===== src/ebp_pkg.sv =====
// shared constants and types of the external bus phase sequencer
// assumes an apb master with 32-bit data and a 100 mhz pclk
package ebp_pkg;

   // ========================================
   // widths
   localparam int ADDR_W   = 24;
   localparam int DATA_W   = 16;
   localparam int APB_AW   = 8;
   localparam int APB_DW   = 32;
   localparam int TIMING_W = 14;

   // ========================================
   // register byte offsets
   localparam logic [7:0] OFS_CMD    = 8'h00;
   localparam logic [7:0] OFS_ADDR   = 8'h04;
   localparam logic [7:0] OFS_WDATA  = 8'h08;
   localparam logic [7:0] OFS_RDATA  = 8'h0C;
   localparam logic [7:0] OFS_STATUS = 8'h10;
   localparam logic [7:0] OFS_TIMING = 8'h20;

   // ========================================
   // field positions
   localparam int CMD_WRITE_BIT   = 4;
   localparam int CMD_BHE_BIT     = 5;
   localparam int STAT_BUSY_BIT   = 0;
   localparam int STAT_DONE_BIT   = 1;

   // ========================================
   // values after reset
   localparam logic [13:0] TIMING_RST = 14'h0000;
   localparam logic [23:0] ADDR_RST   = 24'h00_0000;
   localparam logic [15:0] DATA_RST   = 16'h0000;
   localparam logic [7:0]  CMD_RST    = 8'h00;

   // ========================================
   // chip_select_timing_control layout, msb first
   typedef struct packed {
      logic       mux_mode;     // multiplexed_bus_mode when set
      logic [1:0] hold_len;     // 0..3 periods
      logic [4:0] access_len;   // value + 1 = 1..32 periods
      logic       dsetup_len;   // 0..1 period
      logic [1:0] cmd_len;      // 0..3 periods
      logic [1:0] extra_len;    // 0..3 on window change
      logic       setup_two;    // 0: one period, 1: two
   } ebp_timing_t;

   // decoded phase lengths in cpu_clock_period_unit
   typedef struct packed {
      logic [2:0] setup;
      logic [1:0] cmd;
      logic       dset;
      logic [5:0] access;
      logic [1:0] hold;
   } ebp_lens_t;

   // bus cycle phases
   typedef enum logic [2:0] {
      PH_IDLE,
      PH_SETUP,
      PH_CMD,
      PH_DSET,
      PH_ACCESS,
      PH_HOLD
   } ebp_phase_t;

   // external pins, all registered
   typedef struct packed {
      logic              ale;
      logic              rd_n;
      logic              wr_n;
      logic              bhe_n;
      logic              ad_oe_n;
      logic [ADDR_W-1:0] addr;
      logic [DATA_W-1:0] ad_out;
   } ebp_pins_t;

endpackage


===== src/ebp_timing_bank.sv =====
// one chip_select_timing_control word per address window
// assumes writes come from the apb slave of the parent, one per cycle
`timescale 1ns/1ns
`default_nettype none
module ebp_timing_bank #(
   parameter int NUM_WIN = 4,
   parameter int WIN_W   = 2
) (
   // clock and reset
   input  wire logic                 pclk,
   input  wire logic                 presetn,
   // write port
   input  wire logic                 wr_en,
   input  wire logic [WIN_W-1:0]     wr_idx,
   input  wire ebp_pkg::ebp_timing_t wr_word,
   // all words
   output ebp_pkg::ebp_timing_t      words [NUM_WIN]
);

   // ========================================
   // per window storage
   genvar i;
   generate
      for (i = 0; i < NUM_WIN; i++) begin : g_win
         // each window keeps its word until software rewrites it
         always_ff @(posedge pclk or negedge presetn) begin
            if (!presetn) begin
               words[i] <= ebp_pkg::ebp_timing_t'(ebp_pkg::TIMING_RST);
            end else if (wr_en && (wr_idx == WIN_W'(i))) begin
               words[i] <= wr_word;
            end
         end
      end
   endgenerate

endmodule
`default_nettype wire


===== src/ebp_phase_len.sv =====
// turns a timing word into phase lengths in clock periods
// assumes one period of pclk is one cpu_clock_period_unit
`timescale 1ns/1ns
`default_nettype none
module ebp_phase_len (
   // timing and window history
   input  wire ebp_pkg::ebp_timing_t timing,
   input  wire logic                 win_changed,
   // decoded lengths
   output ebp_pkg::ebp_lens_t        lens
);

   // ========================================
   // length decode
   // setup is 1..2, plus 0..3 only on the first cycle after reset or when the window moved, so 5 at most
   assign lens.setup  = 3'(timing.setup_two) + 3'h1
                        + (win_changed ? 3'(timing.extra_len) : 3'h0);
   assign lens.cmd    = timing.cmd_len;
   assign lens.dset   = timing.dsetup_len;
   assign lens.access = 6'(timing.access_len) + 6'h01;
   assign lens.hold   = timing.hold_len;

endmodule
`default_nettype wire


===== src/ebp_seq.sv =====
// external bus phase sequencer with apb register access
// assumes synchronous pin inputs, one clock pclk, apb master in front
//
// How it works
// every external cycle runs setup, command, data setup, access, hold in order; zero length command, data setup and hold phases are skipped
// each phase length comes from the selected window's timing word
// address setup lasts one or two periods by a timing bit
// a window change adds zero to three setup periods, five at most
// command delay is zero to three periods, access one to thirty-two
// a zero or one period phase gives write data setup or bus turnaround
// a hold phase of zero to three periods keeps address and write data
// read data are caught on the edge that ends access and raises read strobe
// later address changes cannot disturb the data already caught
// the memory keeps read data valid until the read strobe rises
// one phase unit is one pclk period, counters step each cycle
// read or write strobe is low only in access, rising into hold
`timescale 1ns/1ns
`default_nettype none
module ebp_seq #(
   parameter int NUM_WIN = 4,
   parameter int WIN_W   = 2
) (
   // clock and reset
   input  wire logic                        pclk,
   input  wire logic                        presetn,
   // apb slave
   input  wire logic                        psel,
   input  wire logic                        penable,
   input  wire logic                        pwrite,
   input  wire logic [ebp_pkg::APB_AW-1:0]  paddr,
   input  wire logic [ebp_pkg::APB_DW-1:0]  pwdata,
   output logic      [ebp_pkg::APB_DW-1:0]  prdata,
   output logic                             pready,
   output logic                             pslverr,
   // external bus
   output ebp_pkg::ebp_pins_t               ext_pins,
   output logic      [NUM_WIN-1:0]          ext_cs_n,
   input  wire logic [ebp_pkg::DATA_W-1:0]  ext_ad_in
);

   // ========================================
   // declarations
   ebp_pkg::ebp_phase_t                state_reg, state_next;
   logic [5:0]                         cnt_reg, cnt_next;
   ebp_pkg::ebp_lens_t                 lens_reg, new_lens;
   logic [ebp_pkg::ADDR_W-1:0]         addr_reg, cyc_addr_reg, addr_w;
   logic [ebp_pkg::DATA_W-1:0]         wdata_reg, cyc_wdata_reg, wdata_w;
   logic [ebp_pkg::DATA_W-1:0]         rdata_reg;
   logic [7:0]                         cmd_reg;
   logic                               cyc_write_reg, cyc_bhe_reg, cyc_mux_reg;
   logic [WIN_W-1:0]                   cyc_win_reg, last_win_reg;
   logic                               last_valid_reg;
   logic                               done_reg, done_next;
   logic                               pready_reg;
   logic                               pslverr_reg;
   logic [ebp_pkg::APB_DW-1:0]         prdata_reg;
   ebp_pkg::ebp_pins_t                 pins_reg, pins_next;
   logic [NUM_WIN-1:0]                 cs_n_reg, cs_n_next;
   ebp_pkg::ebp_timing_t               tim_words [NUM_WIN];

   // ========================================
   // apb decode
   // the answer comes one cycle into the access phase; the write lands
   // only on the edge where pready is seen high, never earlier
   wire apb_first  = psel & penable & ~pready_reg;
   wire apb_commit = psel & penable & pready_reg;
   wire apb_wr     = apb_commit & pwrite;
   wire hit_cmd    = (paddr == ebp_pkg::OFS_CMD);
   wire hit_addr   = (paddr == ebp_pkg::OFS_ADDR);
   wire hit_wdata  = (paddr == ebp_pkg::OFS_WDATA);
   wire hit_rdata  = (paddr == ebp_pkg::OFS_RDATA);
   wire hit_status = (paddr == ebp_pkg::OFS_STATUS);
   wire [ebp_pkg::APB_AW-1:0] tim_off = paddr - ebp_pkg::OFS_TIMING;
   wire hit_tim    = (paddr >= ebp_pkg::OFS_TIMING) && (paddr[1:0] == 2'h0)
                     && ({2'h0, tim_off[ebp_pkg::APB_AW-1:2]} < ebp_pkg::APB_AW'(NUM_WIN));
   wire [WIN_W-1:0] tim_idx = tim_off[WIN_W+1:2];
   wire hit_any    = hit_cmd | hit_addr | hit_wdata | hit_rdata | hit_status | hit_tim;
   wire busy       = (state_reg != ebp_pkg::PH_IDLE);

   // ========================================
   // start of a cycle and window history
   wire [WIN_W-1:0] sel_win   = pwdata[WIN_W-1:0];
   // a command while busy is dropped; the cycle in flight is untouched
   wire start       = apb_wr & hit_cmd & ~busy;
   wire win_changed = ~last_valid_reg | (sel_win != last_win_reg);

   // timing of the window being started
   wire ebp_pkg::ebp_timing_t sel_tim = tim_words[sel_win];

   ebp_timing_bank #(
      .NUM_WIN (NUM_WIN),
      .WIN_W   (WIN_W)
   ) u_bank (
      .pclk    (pclk),
      .presetn (presetn),
      .wr_en   (apb_wr & hit_tim),
      .wr_idx  (tim_idx),
      .wr_word (ebp_pkg::ebp_timing_t'(pwdata[ebp_pkg::TIMING_W-1:0])),
      .words   (tim_words)
   );

   ebp_phase_len u_len (
      .timing      (sel_tim),
      .win_changed (win_changed),
      .lens        (new_lens)
   );

   // ========================================
   // phase order and lengths
   // zero length phases are skipped; access is at least one period
   function automatic ebp_pkg::ebp_phase_t after_ph(input ebp_pkg::ebp_phase_t p,
                                                    input ebp_pkg::ebp_lens_t  l);
      ebp_pkg::ebp_phase_t n;
      n = ebp_pkg::PH_IDLE;
      unique case (p)
         ebp_pkg::PH_IDLE:   n = ebp_pkg::PH_IDLE;
         ebp_pkg::PH_SETUP:  n = (l.cmd != 2'h0) ? ebp_pkg::PH_CMD
                                 : (l.dset ? ebp_pkg::PH_DSET : ebp_pkg::PH_ACCESS);
         ebp_pkg::PH_CMD:    n = l.dset ? ebp_pkg::PH_DSET : ebp_pkg::PH_ACCESS;
         ebp_pkg::PH_DSET:   n = ebp_pkg::PH_ACCESS;
         ebp_pkg::PH_ACCESS: n = (l.hold != 2'h0) ? ebp_pkg::PH_HOLD : ebp_pkg::PH_IDLE;
         ebp_pkg::PH_HOLD:   n = ebp_pkg::PH_IDLE;
      endcase
      return n;
   endfunction

   function automatic logic [5:0] len_of(input ebp_pkg::ebp_phase_t p,
                                         input ebp_pkg::ebp_lens_t  l);
      logic [5:0] n;
      n = 6'h01;
      unique case (p)
         ebp_pkg::PH_IDLE:   n = 6'h01;
         ebp_pkg::PH_SETUP:  n = 6'(l.setup);
         ebp_pkg::PH_CMD:    n = 6'(l.cmd);
         ebp_pkg::PH_DSET:   n = 6'(l.dset);
         ebp_pkg::PH_ACCESS: n = l.access;
         ebp_pkg::PH_HOLD:   n = 6'(l.hold);
      endcase
      return n;
   endfunction

   // ========================================
   // sequencer next state, one count per pclk period
   always_comb begin
      state_next = state_reg;
      cnt_next   = cnt_reg;
      if (state_reg == ebp_pkg::PH_IDLE) begin
         if (start) begin
            state_next = ebp_pkg::PH_SETUP;
            cnt_next   = 6'(new_lens.setup) - 6'h01;
         end
      end else if (cnt_reg == 6'h00) begin
         state_next = after_ph(state_reg, lens_reg);
         cnt_next   = len_of(state_next, lens_reg) - 6'h01;
      end else begin
         cnt_next = cnt_reg - 6'h01;
      end
   end

   wire cyc_end  = busy & (state_next == ebp_pkg::PH_IDLE);
   // read data taken on the edge that leaves access, as the strobe rises
   wire rd_catch = (state_reg == ebp_pkg::PH_ACCESS) & (state_next != ebp_pkg::PH_ACCESS)
                   & ~cyc_write_reg;

   // ========================================
   // cycle parameters as seen by the pins on the next edge
   wire cur_write = start ? pwdata[ebp_pkg::CMD_WRITE_BIT] : cyc_write_reg;
   wire cur_bhe   = start ? pwdata[ebp_pkg::CMD_BHE_BIT] : cyc_bhe_reg;
   wire cur_mux   = start ? sel_tim.mux_mode : cyc_mux_reg;
   wire [WIN_W-1:0] cur_win = start ? sel_win : cyc_win_reg;
   assign addr_w  = start ? addr_reg : cyc_addr_reg;
   assign wdata_w = start ? wdata_reg : cyc_wdata_reg;

   // ========================================
   // pin next values, registered so every pin leaves a flip-flop
   wire act        = (state_next != ebp_pkg::PH_IDLE);
   wire nx_access  = (state_next == ebp_pkg::PH_ACCESS);
   wire drive_addr = cur_mux & (state_next == ebp_pkg::PH_SETUP);
   // write data from data setup through hold; a read leaves the bus free
   wire drive_data = act & cur_write & ((state_next == ebp_pkg::PH_DSET) | nx_access
                                        | (state_next == ebp_pkg::PH_HOLD));
   assign pins_next.ale     = state_next == ebp_pkg::PH_SETUP;
   assign pins_next.rd_n    = ~(nx_access & ~cur_write);
   assign pins_next.wr_n    = ~(nx_access & cur_write);
   assign pins_next.bhe_n   = ~(act & cur_bhe);
   assign pins_next.ad_oe_n = ~(drive_addr | drive_data);
   // the address stays put after the cycle so hold never sees it move
   assign pins_next.addr    = act ? addr_w : pins_reg.addr;
   assign pins_next.ad_out  = drive_addr ? addr_w[ebp_pkg::DATA_W-1:0]
                              : (drive_data ? wdata_w : pins_reg.ad_out);
   assign cs_n_next         = act ? ~(NUM_WIN'(1) << cur_win) : {NUM_WIN{1'b1}};

   // ========================================
   // read mux and sticky done
   wire [ebp_pkg::APB_DW-1:0] rd_word =
        hit_cmd    ? 32'(cmd_reg)       :
        hit_addr   ? 32'(addr_reg)      :
        hit_wdata  ? 32'(wdata_reg)     :
        hit_rdata  ? 32'(rdata_reg)     :
        hit_status ? 32'({done_reg, busy}) :
        hit_tim    ? 32'(tim_words[tim_idx]) : 32'h0000_0000;
   // a cycle ending in the clearing cycle keeps the flag set
   assign done_next = cyc_end | (done_reg & ~(apb_wr & hit_status & pwdata[ebp_pkg::STAT_DONE_BIT]));

   // ========================================
   // sequencer registers
   always_ff @(posedge pclk or negedge presetn) begin
      if (!presetn) begin
         state_reg <= ebp_pkg::PH_IDLE;
         cnt_reg   <= 6'h00;
      end else begin
         state_reg <= state_next;
         cnt_reg   <= cnt_next;
      end
   end

   // cycle parameters latched at start, so timing rewrites only hit later cycles
   always_ff @(posedge pclk or negedge presetn) begin
      if (!presetn) begin
         lens_reg       <= ebp_pkg::ebp_lens_t'(14'h0000);
         cyc_addr_reg   <= ebp_pkg::ADDR_RST;
         cyc_wdata_reg  <= ebp_pkg::DATA_RST;
         cyc_write_reg  <= 1'b0;
         cyc_bhe_reg    <= 1'b0;
         cyc_mux_reg    <= 1'b0;
         cyc_win_reg    <= '0;
         last_win_reg   <= '0;
         last_valid_reg <= 1'b0;
      end else if (start) begin
         lens_reg       <= new_lens;
         cyc_addr_reg   <= addr_reg;
         cyc_wdata_reg  <= wdata_reg;
         cyc_write_reg  <= pwdata[ebp_pkg::CMD_WRITE_BIT];
         cyc_bhe_reg    <= pwdata[ebp_pkg::CMD_BHE_BIT];
         cyc_mux_reg    <= sel_tim.mux_mode;
         cyc_win_reg    <= sel_win;
         last_win_reg   <= sel_win;
         last_valid_reg <= 1'b1;
      end
   end

   // captured read word, never touched by later address moves
   always_ff @(posedge pclk or negedge presetn) begin
      if (!presetn) begin
         rdata_reg <= ebp_pkg::DATA_RST;
      end else if (rd_catch) begin
         rdata_reg <= ext_ad_in;
      end
   end

   // software visible registers
   always_ff @(posedge pclk or negedge presetn) begin
      if (!presetn) begin
         addr_reg  <= ebp_pkg::ADDR_RST;
         wdata_reg <= ebp_pkg::DATA_RST;
         cmd_reg   <= ebp_pkg::CMD_RST;
         done_reg  <= 1'b0;
      end else begin
         if (apb_wr & hit_addr) addr_reg <= pwdata[ebp_pkg::ADDR_W-1:0];
         if (apb_wr & hit_wdata) wdata_reg <= pwdata[ebp_pkg::DATA_W-1:0];
         if (start) cmd_reg <= pwdata[7:0];
         done_reg <= done_next;
      end
   end

   // apb answer, one wait state
   always_ff @(posedge pclk or negedge presetn) begin
      if (!presetn) begin
         pready_reg  <= 1'b0;
         pslverr_reg <= 1'b0;
         prdata_reg  <= 32'h0000_0000;
      end else begin
         pready_reg  <= apb_first;
         pslverr_reg <= apb_first & ~hit_any;
         prdata_reg  <= (apb_first & ~pwrite) ? rd_word : 32'h0000_0000;
      end
   end

   // external pins
   always_ff @(posedge pclk or negedge presetn) begin
      if (!presetn) begin
         pins_reg <= '{ale: 1'b0, rd_n: 1'b1, wr_n: 1'b1, bhe_n: 1'b1, ad_oe_n: 1'b1,
                       addr: ebp_pkg::ADDR_RST, ad_out: ebp_pkg::DATA_RST};
         cs_n_reg <= {NUM_WIN{1'b1}};
      end else begin
         pins_reg <= pins_next;
         cs_n_reg <= cs_n_next;
      end
   end

   // ========================================
   // outputs
   assign prdata   = prdata_reg;
   assign pready   = pready_reg;
   assign pslverr  = pslverr_reg;
   assign ext_pins = pins_reg;
   assign ext_cs_n = cs_n_reg;

endmodule
`default_nettype wire


===== config.mk =====
export PLATFORM = sky130hd
export DESIGN_NAME = ebp_seq
export DESIGN_NICKNAME = d
export VERILOG_FILES = /design/src/ebp_pkg.sv /design/src/ebp_timing_bank.sv /design/src/ebp_phase_len.sv /design/src/ebp_seq.sv
export SDC_FILE = /design/constraint.sdc
export NUM_CORES = 1
export LEC_CHECK = 0
export ABC_AREA = 1
export BUFFER_PORTS_ARGS = -buffer_cell sky130_fd_sc_hd__buf_2
export CAP_MARGIN = 25
export CELL_PAD_IN_SITES_DETAIL_PLACEMENT = 0
export CELL_PAD_IN_SITES_GLOBAL_PLACEMENT = 2
export CORE_UTILIZATION = 35
export DETAILED_ROUTE_END_ITERATION = 10
export PLACE_DENSITY = 0.86
export REMOVE_ABC_BUFFERS = 1
export SLEW_MARGIN = 5
export SYNTH_ARGS = -nofsm -noshare
export SYNTH_HDL_FRONTEND = slang
export SYNTH_SLANG_ARGS = --single-unit

===== constraint.sdc =====
create_clock -name pclk -period 2.85 [get_ports pclk]
set_input_delay 0.1425 -clock pclk [delete_from_list [all_inputs] [get_ports pclk]]
set_output_delay 0.1425 -clock pclk [all_outputs]
set_load 0.02 [all_outputs]

# After elaboration in Yosys (flattened, before gate mapping)
# Index checks and enable logic that the tools add are counted.
# W data, S select, Z words.
# classes
muxes,38
n_shift,1
n_reduce_logical,18
bitwise,48
n_eq_ne,24
magnitude_cmp,4
n_addsub,7
# op_table
operator,n
$mux W24,4
$mux W14,6
$mux W16,5
$bmux W14 S2,2
$pmux W6 S6,1
$mux W6,5
$mux W3,8
$and A1 B1 Y1,23
$eq A3 B3 Y1 const B,6
$eq A8 B4 Y1 const B,2
$eq A3 B2 Y1 const B,5
$pmux W3 S5,1
$not A1 Y1,12
$sub A6 B1 Y6 const B,2
$or A1 B1 Y1,10
$eq A3 B1 Y1 const B,3
$logic_not A3 Y1,3
$eq A8 B3 Y1 const B,1
$eq A8 B5 Y1 const B,1
$ge A8 B6 Y1 const B,1
$logic_not A8 Y1,1
$sub A8 B6 Y8 const B,1
$add A5 B1 Y6 const B,1
$ge A3 B3 Y1 const B,2
other kinds (20),34
# totals
ff_bits,267
in_bits,61
output_inout_bits,83
word_cells,199

# Depth between registers and ports, before layout
# Gate-level depths: netlist (run 1).
# depth
depth_word,13
ltp_mapped,17

# Modules after synthesis
# From an unflattened synthesis (run 1), not the netlist that was laid out.
# hier_totals
cells_unflattened,1427
area_unflattened_um2,12122.9
# modules_own_cells
mod,cells_per_inst,area_each_um2,instances
ebp_seq,1148,9572.9,1
ebp_timing_bank,250,2374.8,1
ebp_phase_len,29,175.2,1

# Worst setup path before layout (run 1)
# Ideal clock, no wire load.
# synth_path
path_type,input to register
start,in pwdata[0] (netlist bit)
end,reg cnt_reg[2]
path_stages,13
required_ps,2767
slack_ps,201
setup_time_ps,83
path_buffers,3
arrival_ps,2566
path_cell_list,clkbuf_1 -> clkbuf_1 -> clkbuf_1 -> a21oi_1 -> a221oi_1 -> ha_1 -> inv_1 -> fa_1 -> ha_1 -> xor2_1 -> o21ai_0 -> o21ai_0 -> o21ai_0
# synth_between
elab_chain_len,9
word_cells_on_any_way,12
# synth_lines
element,line,rtl
start: declaration,ebp_seq.sv:31,"input wire logic [ebp_pkg::APB_DW-1:0] pwdata,"
$not A2 Y3 (not written as such),ebp_seq.sv:88,wire ebp_pkg::ebp_timing_t sel_tim = tim_words[sel_win];
$bmux W14 S2,ebp_seq.sv:88,
$mux W14 (not written as such) (2 in series),ebp_seq.sv:88,
$add A1 B1 Y2 / $mux W2 (equally long branches),"ebp_phase_len.sv:16, ebp_phase_len.sv:17",
$add A3 B3 Y3 *,ebp_phase_len.sv:17,+ (win_changed ? 3'(timing.extra_len) : 3'h0);
$sub A3 B1 Y4 *,ebp_seq.sv:150,cnt_next = 6'(new_lens.setup) - 6'h01;
$mux W6 *,ebp_seq.sv:148,if (start) begin
$mux W6 *,ebp_seq.sv:147,if (state_reg == ebp_pkg::PH_IDLE) begin
end signal: assignment,ebp_seq.sv:213,cnt_reg <= cnt_next;
end: declaration,ebp_seq.sv:44,"logic [5:0] cnt_reg, cnt_next;"
# Every way passes the cells marked *; elsewhere a longest branch is shown, timed or not. The select of a mux whose other input is x is not followed.
# A chain may end at the register's enable or synchronous reset.

# Final worst setup path (run 1)
# layout_path
start,reg state_reg[2]
end,"reg pins_reg, in the netlist ext_pins[10]"
# layout_between
word_cells_on_any_way,32
# layout_lines
element,line,rtl
start: declaration,ebp_seq.sv:43,"ebp_pkg::ebp_phase_t state_reg, state_next;"
start signal: assignment,ebp_seq.sv:209,state_reg <= ebp_pkg::PH_IDLE;
start signal: assignment,ebp_seq.sv:212,state_reg <= state_next;
$reduce_bool A3 Y1 *,ebp_seq.sv:78,wire busy = (state_reg != ebp_pkg::PH_IDLE);
$not A1 Y1 *,ebp_seq.sv:84,wire start = apb_wr & hit_cmd & ~busy;
$and A1 B1 Y1 *,ebp_seq.sv:84,
$mux W1 *,--,
net cur_mux,ebp_seq.sv:169,wire cur_mux = start ? sel_tim.mux_mode : cyc_mux_reg;
$and A1 B1 Y1 *,ebp_seq.sv:178,wire drive_addr = cur_mux & (state_next == ebp_pkg::PH_SETUP);
$mux W16 / $reduce_bool A2 Y1 (equally long branches),--,
end signal: assignment,ebp_seq.sv:282,"pins_reg <= '{ale: 1'b0, rd_n: 1'b1, wr_n: 1'b1, bhe_n: 1'b1, ad_oe_n: 1'b1,"
end signal: assignment,ebp_seq.sv:286,pins_reg <= pins_next;
end: declaration,ebp_seq.sv:57,"ebp_pkg::ebp_pins_t pins_reg, pins_next;"
# The timed path passes the listed nets; every way through them passes the cells marked *. The select of a mux whose other input is x is not followed.

==> flow_metrics.tcl, run 1 <==
set metrics [dict create \
    maxSlewHeadroom_pct 51.3 \
    synth_area_per_cell_um2 8.58 \
    path_cells "nor2_1, nand2_1, nor2_4, inv_2, nand2_1, nand2_1, nand3_2, buf_4, nand2_1, o21ai_1, nand2_1, nand2_1" \
    post-route-cell-area_um2 14100 \
    r2r.worst_path.cells 12 \
    grt_usage_pct 20.4 \
    synth_cells 1344 \
    post-route-period-util_pct 89.4 \
    synthTopCellsByArea "dfrtp_1 (55%), nand2_1 (14%), o21ai_0 (7.1%), inv_1 (3.9%), nor2_1 (2.4%)" \
    cp-end-kind "flip-flop" \
    cts.sinks 262 \
    cp_slowest_cell "dfrtp_1" \
    overflow 0 \
    critPathTopFamily "simple AND/OR/NAND/NOR gates" \
    irDropWorstVdd_mv 0.430 \
    dpl.hpwl_um 22300 \
    yosys.area.top_type "dfrtp_1" \
    drc 0 \
    rows 66 \
    yosysTopAreaCellShare_pct 55.1 \
    synth_mux_area_share_pct 0.782 \
    cp_data_required_time_ns 3.35 \
    worst-path-stages 12 \
    antenna_found_initial 0 \
    slowest_delay_ns 0.44 \
    core_area_um2 32500 \
    num_vias 9561 \
    synth_edf_count 0 \
    clkLatencyLatePin_ns 0.56 \
    die_x_um 183 \
    synth.distinct_cells 51 \
    finalHoldViolCount 0 \
    reg2reg_slack_ns 0.30 \
    start_util_pct 35.5 \
    total_power_mw 9.97 \
    p_per_area_nw_per_um2 707 \
    synth-simple-area-share_pct 19.4 \
    place_ws_ns 0.226 \
    layout_common_cells "nand2_1 (426), dfrtp_1 (254), o21ai_0 (164), buf_2 (126), inv_1 (119)" \
    start_kind "flip-flop" \
    path_clk_slew_ns 0.06 \
    fin_cells 1983 \
    place_congestion 0.823 \
    clk_path_buf_depth 3 \
    max_slew.worst_pin.slew_ns 0.728 \
    fin_util_pct 43.4 \
    slew_violations 0 \
    fmax_mhz 392 \
    port_buffers 127 \
    dp.cells 1888 \
    ant_nets 0 \
    synthFlopType "dfrtp_1" \
    vias_per_cell 4.82 \
    power.leakage_nw 6.97 \
    grt_pass1_vias 9438 \
    setup_viol 0 \
    synth-xor-area-share_pct 0.304 \
    post_cts_buffers 0 \
    crit_path_frequent_cell "nand2_1" \
    first_pass_iters 5 \
    largest_reg_flops 56 \
    setup_slack_ns 0.301 \
    ys_ff_latch 262 \
    drive_above_1_share_pct 16.3 \
    netlist_area_um2 11500 \
    fin_setup_tns_ns 0 \
    crit_path_end "ext_pins[10]" \
    grt_pass1_wl_um 53200 \
    grt_start_max_net_pins 81 \
    yosys.area_share.adder_pct 0.716 \
    max_flop_register "u_bank.words" \
    path_max_fanout 31 \
    async_flop_share_pct 100 \
    outcome "finished clean" \
    r2r_end "ext_pins[10]" \
    design.portCount 144 \
    cts_tree "built" \
    nets 1585 \
    synth-compound-area-share_pct 14.8 \
    placed_area_um2 12700 \
    hold_slack_ns 0.0149 \
    r2r-start "state_reg[2]" \
    finalCriticalPeriod_ns 2.55 \
    drt_iter0_drc 601 \
    cts_max_level 1 \
    antennaDiodeCount 0 \
    min_path_type "in -> reg" \
    area_growth_syn_to_layout_pct 22.3 \
    worst_clock_skew_ns 0.0254 \
    layout_commonest_cell "nand2_1" \
    dieArea_um2 33700 \
    die_h_um 183 \
    ys_seq_area_share_pct 57.0 \
    synth_top_family_by_area "simple AND/OR/NAND/NOR gates" \
    ys_warn_count 0 \
    path_class "reg -> reg" \
    drv_cap 0 \
    wl_per_cell_um 16.7 \
    n_fill_cell 3286 \
    cts_made_buffers 30 \
    cp-startpoint "state_reg[2]" \
    root_buffer "clkbuf_16" \
    crit_arrival_ns 3.05 \
    cp_num_buf_inv 2 \
    wl_um 33100 \
    grt_setup_unrepaired "no" \
]
-- routing by layer --
layer | up-vias | share of wire [%] | track usage (%)
li1 | 4688 | - | -
met1 | 4612 | 47 | 28.7
met2 | 209 | 46 | 32.9
met3 | 52 | 4.1 | 3.01
met4 | 0 | 2.4 | 5.43
met5 | - | 0 | 0
-- tightest hold or removal path: cells and delay by family --
family / cells / cell delay, ns
buf+inv: 2 / 0.20
compound gates: 1 / 0.17
-- kinds of logic (layout without fill, tap and decap cells) --
kind of cell	after synthesis	in the layout
other	1	8
adder cells (fa/ha/maj)	6	6
XOR/XNOR	4	4
flip-flops	262	262
AO/OA/AOI/OAI	312	312
buffers and inverters	195	385
AND/OR/NAND/NOR	556	556
multiplexers	8	8
-- where the power goes --
| group | switching (mW) | internal [mW] | total, mW |
|---|---|---|---|
| Clock | 1.51 | 2.19 | 3.70 |
| Combinational | 1.48 | 0.704 | 2.19 |
| Sequential | 0.110 | 3.97 | 4.08 |
| Total | 3.11 | 6.86 | 9.97 |
-- how the worst min path moves through the flow --
stage | slack (ns) | from | cells after the start | end
finish | 0.01 | pwdata[2] | 3 | addr_reg[2]
global route | 0.04 | pwdata[2] | 3 | addr_reg[2]
CTS | 0.004 | pwdata[2] | 3 | addr_reg[2]
detailed placement | 0.18 | presetn | 1 | ext_pins[14]
global placement | 0.17 | presetn | 1 | ext_pins[14]
floorplan | -0.15 | presetn | 0 | addr_reg[0]
-- area by class of cell --
| cell class | count | area, um2 | share of cell area [%] |
|---|---|---|---|
| sequential | 262 | 6570 | 46.6 |
| multi-input combinational | 894 | 4180 | 29.7 |
| timing repair buffer | 200 | 1360 | 9.62 |
| clock buffer | 50 | 886 | 6.29 |
| tap | 442 | 553 | 3.92 |
| inverter | 130 | 488 | 3.46 |
| clock inverter | 5 | 61.3 | 0.435 |
-- cells in the mapped netlist (all sizes together) (2+ instances only) --
library cell	count
a21oi	54
a221o	3
a221oi	2
a31oi	10
a41oi	6
buf	29
clkbuf	36
dfrtp	254
dfstp	8
ha	5
inv	129
mux2	8
nand2	432
nand3	23
nand4	9
nor2	79
nor3	6
o211ai	2
o21ai	207
o22ai	15
o2bb2ai	5
or2	6
xnor2	2
xor2	2
-- timing repair --
item,CTS,global route
hold buffers,40,0
gates resized for setup,0,1
endpoints found under the hold margin,172,0
setup endpoints to repair,0,4
Note: power is estimated with default switching activity, not from simulation.
==> inputs of run 2 (changes only) <==
CORE_UTILIZATION = 32   (was 35)
PLACE_DENSITY = 0.83   (was 0.86)
SETUP_SLACK_MARGIN = 0.5   (was not set)
clock period = 2.05 ns   (was 2.85 ns; I/O delays follow)
==> flow_metrics.tcl, run 2 (synthesis results as in run 1) <==
set metrics [dict create \
    outcome "finished, violations left" \
    violations "negative setup slack" \
    grt_pass1_vias 10800 \
    maxSlewHeadroom_pct 55.3 \
    cts_tree "built" \
    die_h_um 192 \
    rows 69 \
    setup_viol 70 \
    setup_slack_ns -0.279 \
    hp-start "pwrite" \
    grt_usage_pct 23.2 \
    fmax_mhz 429 \
    overflow 0 \
    core_area_um2 35500 \
    place_congestion 0.889 \
    dp.cells 2008 \
    layout_commonest_cell "dfrtp_1" \
    r2r.worst_path.cells 12 \
    start_util_pct 32.5 \
    dieArea_um2 36800 \
    grt_start_max_net_pins 72 \
    worst_clock_skew_ns 0.0291 \
    finalHoldViolCount 0 \
    layout_common_cells "dfrtp_1 (251), nand2_1 (225), buf_2 (126), buf_4 (116), nand2_2 (112)" \
    port_buffers 127 \
    ant_nets 0 \
    path_clk_slew_ns 0.06 \
    die_x_um 192 \
    nets 1818 \
    max_flop_register "u_bank.words" \
    start_kind "flip-flop" \
    drv_cap 0 \
    cts_made_buffers 29 \
    antennaDiodeCount 0 \
    path_class "reg -> reg" \
    max_slew.worst_pin.slew_ns 0.671 \
    clk_path_buf_depth 3 \
    min_path_type "in -> reg" \
    clkLatencyLatePin_ns 0.56 \
    critPathTopFamily "adder cells" \
    cp-end-kind "flip-flop" \
    cp_slowest_cell "fa_1" \
    place_ws_ns -0.302 \
    hold_path_end "prdata[3]" \
    slew_violations 0 \
    crit_path_frequent_cell "o21ai_0" \
    area_growth_syn_to_layout_pct 67.9 \
    crit_arrival_ns 2.75 \
    path_max_fanout 3 \
    drc 0 \
    antenna_found_initial 0 \
    wl_per_cell_um 20.7 \
    r2r-start "cmd_reg[1]" \
    drive_above_1_share_pct 48.0 \
    grt_pass1_wl_um 64000 \
    slowest_delay_ns 0.51 \
    design.portCount 144 \
    wl_um 46200 \
    vias_per_cell 5.09 \
    r2r_end "cnt_reg[2]" \
    root_buffer "clkbuf_16" \
    first_pass_iters 5 \
    finalCriticalPeriod_ns 2.33 \
    power.leakage_nw 9.56 \
    path_cells "buf_4, o22ai_2, nor2_2, a221oi_2, ha_2, inv_1, fa_1, ha_1, xor2_1, o21ai_1, o21ai_0, o21ai_0" \
    grt_setup_unrepaired "yes" \
    cp_data_required_time_ns 2.47 \
    n_fill_cell 3042 \
    p_per_area_nw_per_um2 911 \
    largest_reg_flops 56 \
    post-route-period-util_pct 114 \
    fin_cells 2233 \
    cp_num_buf_inv 2 \
    cts_max_level 1 \
    num_vias 11400 \
    reg2reg_slack_ns -0.28 \
    hold_depth 5 \
    dpl.hpwl_um 25200 \
    drt_iter0_drc 740 \
    irDropWorstVdd_mv 0.697 \
    cts.sinks 262 \
]
==> run 2: cell types whose count changed in the layout (fill, tap and decap cells not counted), moves of 26 or more <==
cell     delta
o21ai_2    +57
buf_16     +27
nand2_2   +108
nand2_4    +85
buf_6      +56
nand2_1   -201
o21ai_1    +27
buf_12     +31
o21ai_0    -99
nor2_4     +26
buf_4      +88
nor2_1     -34
==> run 2: tightest hold or removal path: stages <==
cell	delay [ns]
buf_2	0.14
nor2_4	0.07
buf_6	0.14
o21ai_0	0.07
a41oi_1	0.07
==> run 2: metrics by stage <==
stage	hold slack (ns)	util, %	power (mW)	setup TNS (ns)	cell area [um2]
2_1_floorplan	-0.193	-	7.65	-131.64	11200
3_3_place_gp	0.146	38.6	9.32	-2.05	13700
3_5_place_dp	0.140	38.6	9.35	-3.67	13700
4_1_cts	0.0521	48.6	16.5	-11.06	17200
5_1_grt	0.0926	54.5	18.4	-18.71	19400
6_report	0.0801	54.5	17.6	-11.65	19400
==> run 2: final cells by class <==
class                      instances  area, um2  share of cell area, %
clock buffer                      44        882                   4.56
clock inverter                     8       73.8                  0.381
inverter                         130        526                   2.72
multi-input combinational        895       6120                   31.6
sequential                       262       6570                   33.9
tap                              461        577                   2.98
timing repair buffer             433       4610                   23.8
==> run 2: power by group <==
group          switching [mW]  internal [mW]  leakage [nW]  total, mW
Combinational            3.49           3.14          5.60       6.63
Clock                    2.16           3.07         0.470       5.23
Sequential              0.248           5.52          3.49       5.77
==> run 2: how the worst max path moves through the flow <==
| stage | startpoint | end | cells after the start |
|---|---|---|---|
| after floorplan | paddr[2] | ext_pins[0] | 12 |
| after global placement | pwdata[0] | cnt_reg[2] | 14 |
| after detailed placement | cmd_reg[1] | cnt_reg[2] | 12 |
| after CTS | cmd_reg[1] | cnt_reg[2] | 12 |
| after global routing | cmd_reg[1] | cnt_reg[2] | 12 |
| final | cmd_reg[1] | cnt_reg[2] | 12 |
==> run 2: routing by layer <==
metal | up-vias | share of wire [%] | global-route usage (%)
li1 | 5200 | - | -
met3 | 91 | 5.9 | 3.64
met1 | 5678 | 44 | 31.5
met2 | 403 | 47 | 37.4
met4 | 0 | 3.5 | 8.21
met5 | - | 0 | 0
==> run 2: what timing repair did <==
item	in CTS	in global routing
endpoints found under the hold margin	188	0
resized for setup	355	427
hold buffers	40	0
endpoints found under the setup margin	212	229
pin swaps	71	55
cloned	28	18
setup buffers	50	37
==> inputs of run 3 (changes only) <==
CORE_MARGIN = 8   (was not set)
==> flow_metrics.tcl, run 3 (synthesis results as in run 1) <==
set metrics [dict create \
    outcome "finished, violations left" \
    violations "negative setup slack" \
    fin_cells 2231 \
    min_path_type "in -> reg" \
    cp_slowest_cell "fa_1" \
    grt_use_met1_pct 27.9 \
    crit_path_frequent_cell "o21ai_1" \
    slowest_delay_ns 0.45 \
    setup_viol 66 \
    grt_setup_unrepaired "yes" \
    wl_um 48800 \
    total_power_mw 18.0 \
    path_max_fanout 3 \
    cp_num_buf_inv 2 \
    vias_per_cell 5.17 \
    design.portCount 144 \
    fmax_mhz 428 \
    wl_per_cell_um 21.9 \
    path_cells "buf_6, o22ai_2, nor2_2, a221oi_2, ha_2, inv_2, fa_1, ha_1, xor2_1, o21ai_1, o21ai_0, o21ai_1" \
    antenna_found_initial 0 \
    nets 1814 \
    p_per_area_nw_per_um2 928 \
    hold_slack_ns 0.0240 \
    critPathTopFamily "adder cells" \
    cts_max_level 1 \
    port_buffers 127 \
    overflow 0 \
    grt_start_max_net_pins 71 \
    start_kind "flip-flop" \
    drive_above_1_share_pct 47.9 \
    gr-usage-met3_pct 2.99 \
    drv_cap 0 \
    cts_tree "built" \
    finalHoldViolCount 0 \
    cts_made_buffers 29 \
    ant_nets 0 \
    slew_violations 0 \
    reg2reg_slack_ns -0.29 \
    layout_common_cells "dfrtp_1 (253), nand2_1 (225), buf_2 (126), buf_4 (124), inv_1 (110)" \
    post-route-period-util_pct 114 \
    core_area_um2 35500 \
    dp.cells 2018 \
    num_vias 11500 \
    crit_arrival_ns 2.81 \
    area_growth_syn_to_layout_pct 68.1 \
    cp_data_required_time_ns 2.53 \
    power.leakage_nw 9.47 \
    die_x_um 206 \
    use_met2_pct 31.9 \
    largest_reg_flops 56 \
    die_h_um 206 \
    grt_usage_pct 20.0 \
    layout_commonest_cell "dfrtp_1" \
    drc 0 \
    first_pass_iters 9 \
    worst_clock_skew_ns 0.0136 \
    irDropWorstVdd_mv 0.623 \
    path_clk_slew_ns 0.06 \
    start_util_pct 32.5 \
    clk_path_buf_depth 3 \
    n_fill_cell 3086 \
    cts.sinks 262 \
    grt-busiest-layer "met2" \
    antennaDiodeCount 0 \
    grt_pass1_vias 11000 \
    path_class "reg -> reg" \
    setup_slack_ns -0.286 \
    maxSlewHeadroom_pct 55.9 \
    max_flop_register "u_bank.words" \
    rows 69 \
    grt_pass1_wl_um 65500 \
    fin_util_pct 54.6 \
    clkLatencyLatePin_ns 0.56 \
    place_congestion 0.867 \
    dieArea_um2 42300 \
    root_buffer "clkbuf_16" \
    max_slew.worst_pin.slew_ns 0.662 \
    cp-end-kind "flip-flop" \
    finalCriticalPeriod_ns 2.34 \
    drt_iter0_drc 686 \
    dpl.hpwl_um 26200 \
]
==> run 3: layout make-up <==
type	count	area [um2]	area share, %
flip-flops and latches	262	6570	33.9
multi-input cells	896	6200	32.0
repair buffers	428	4480	23.1
clock buffers	46	900	4.64
well taps	461	577	2.98
inverters	130	523	2.70
clock inverters	8	119	0.614
==> run 3: layer usage <==
layer | up-vias | share of wire (%) | wire length [um]
met2 | 492 | 46 | 22600
met1 | 5746 | 43 | 21000
li1 | 5186 | - | -
met4 | 0 | 3.5 | 1690
met3 | 112 | 7.3 | 3550
met5 | - | 0 | 0
==> run 3: power by group <==
part,switching (mW),leakage (nW),total [mW],internal [mW]
Sequential,0.249,3.49,5.77,5.52
Combinational,3.58,5.47,6.66,3.08
Clock,2.17,0.506,5.54,3.37
==> run 3: metrics by stage <==
| stage | worst slack [ns] | area, um2 | TNS (ns) |
|---|---|---|---|
| 6_report | -0.286 | 19400 | -12.66 |
| 4_1_cts | -0.274 | 17200 | -9.97 |
| 3_5_place_dp | -0.367 | 13700 | -3.70 |
| 2_1_floorplan | -1.64 | 11200 | -131.64 |
| 5_1_grt | -0.429 | 19400 | -20.23 |
| 3_3_place_gp | -0.315 | 13700 | -2.34 |
==> run 3: worst paths after layout <==
| kind | from | endpoint | cells past startpoint |
|---|---|---|---|
| max | cmd_reg[1] | cnt_reg[2] | 12 |
| max in group asynchronous | presetn | cmd_reg[3] | 3 |
| min in group asynchronous | presetn | addr_reg[22] | 2 |
| min | pwdata[2] | u_bank.words[30] | 3 |
| max reg2reg | cmd_reg[1] | cnt_reg[2] | 12 |
| min reg2reg | cyc_addr_reg[12] | cyc_addr_reg[12] | 2 |
==> run 3: worst min-delay path: cells and delay by family <==
family | cells | cell delay, ns
compound gates | 1 | 0.18
buf+inv | 2 | 0.26
==> run 3: what timing repair did <==
action                                  4_1_cts  5_1_grt
hold endpoints to repair                    155        0
pin swaps                                    38       74
endpoints found under the setup margin      207      239
gates resized for setup                     360      407
setup buffers                                44       27
gates cloned                                 26       22
hold buffers                                 40        0
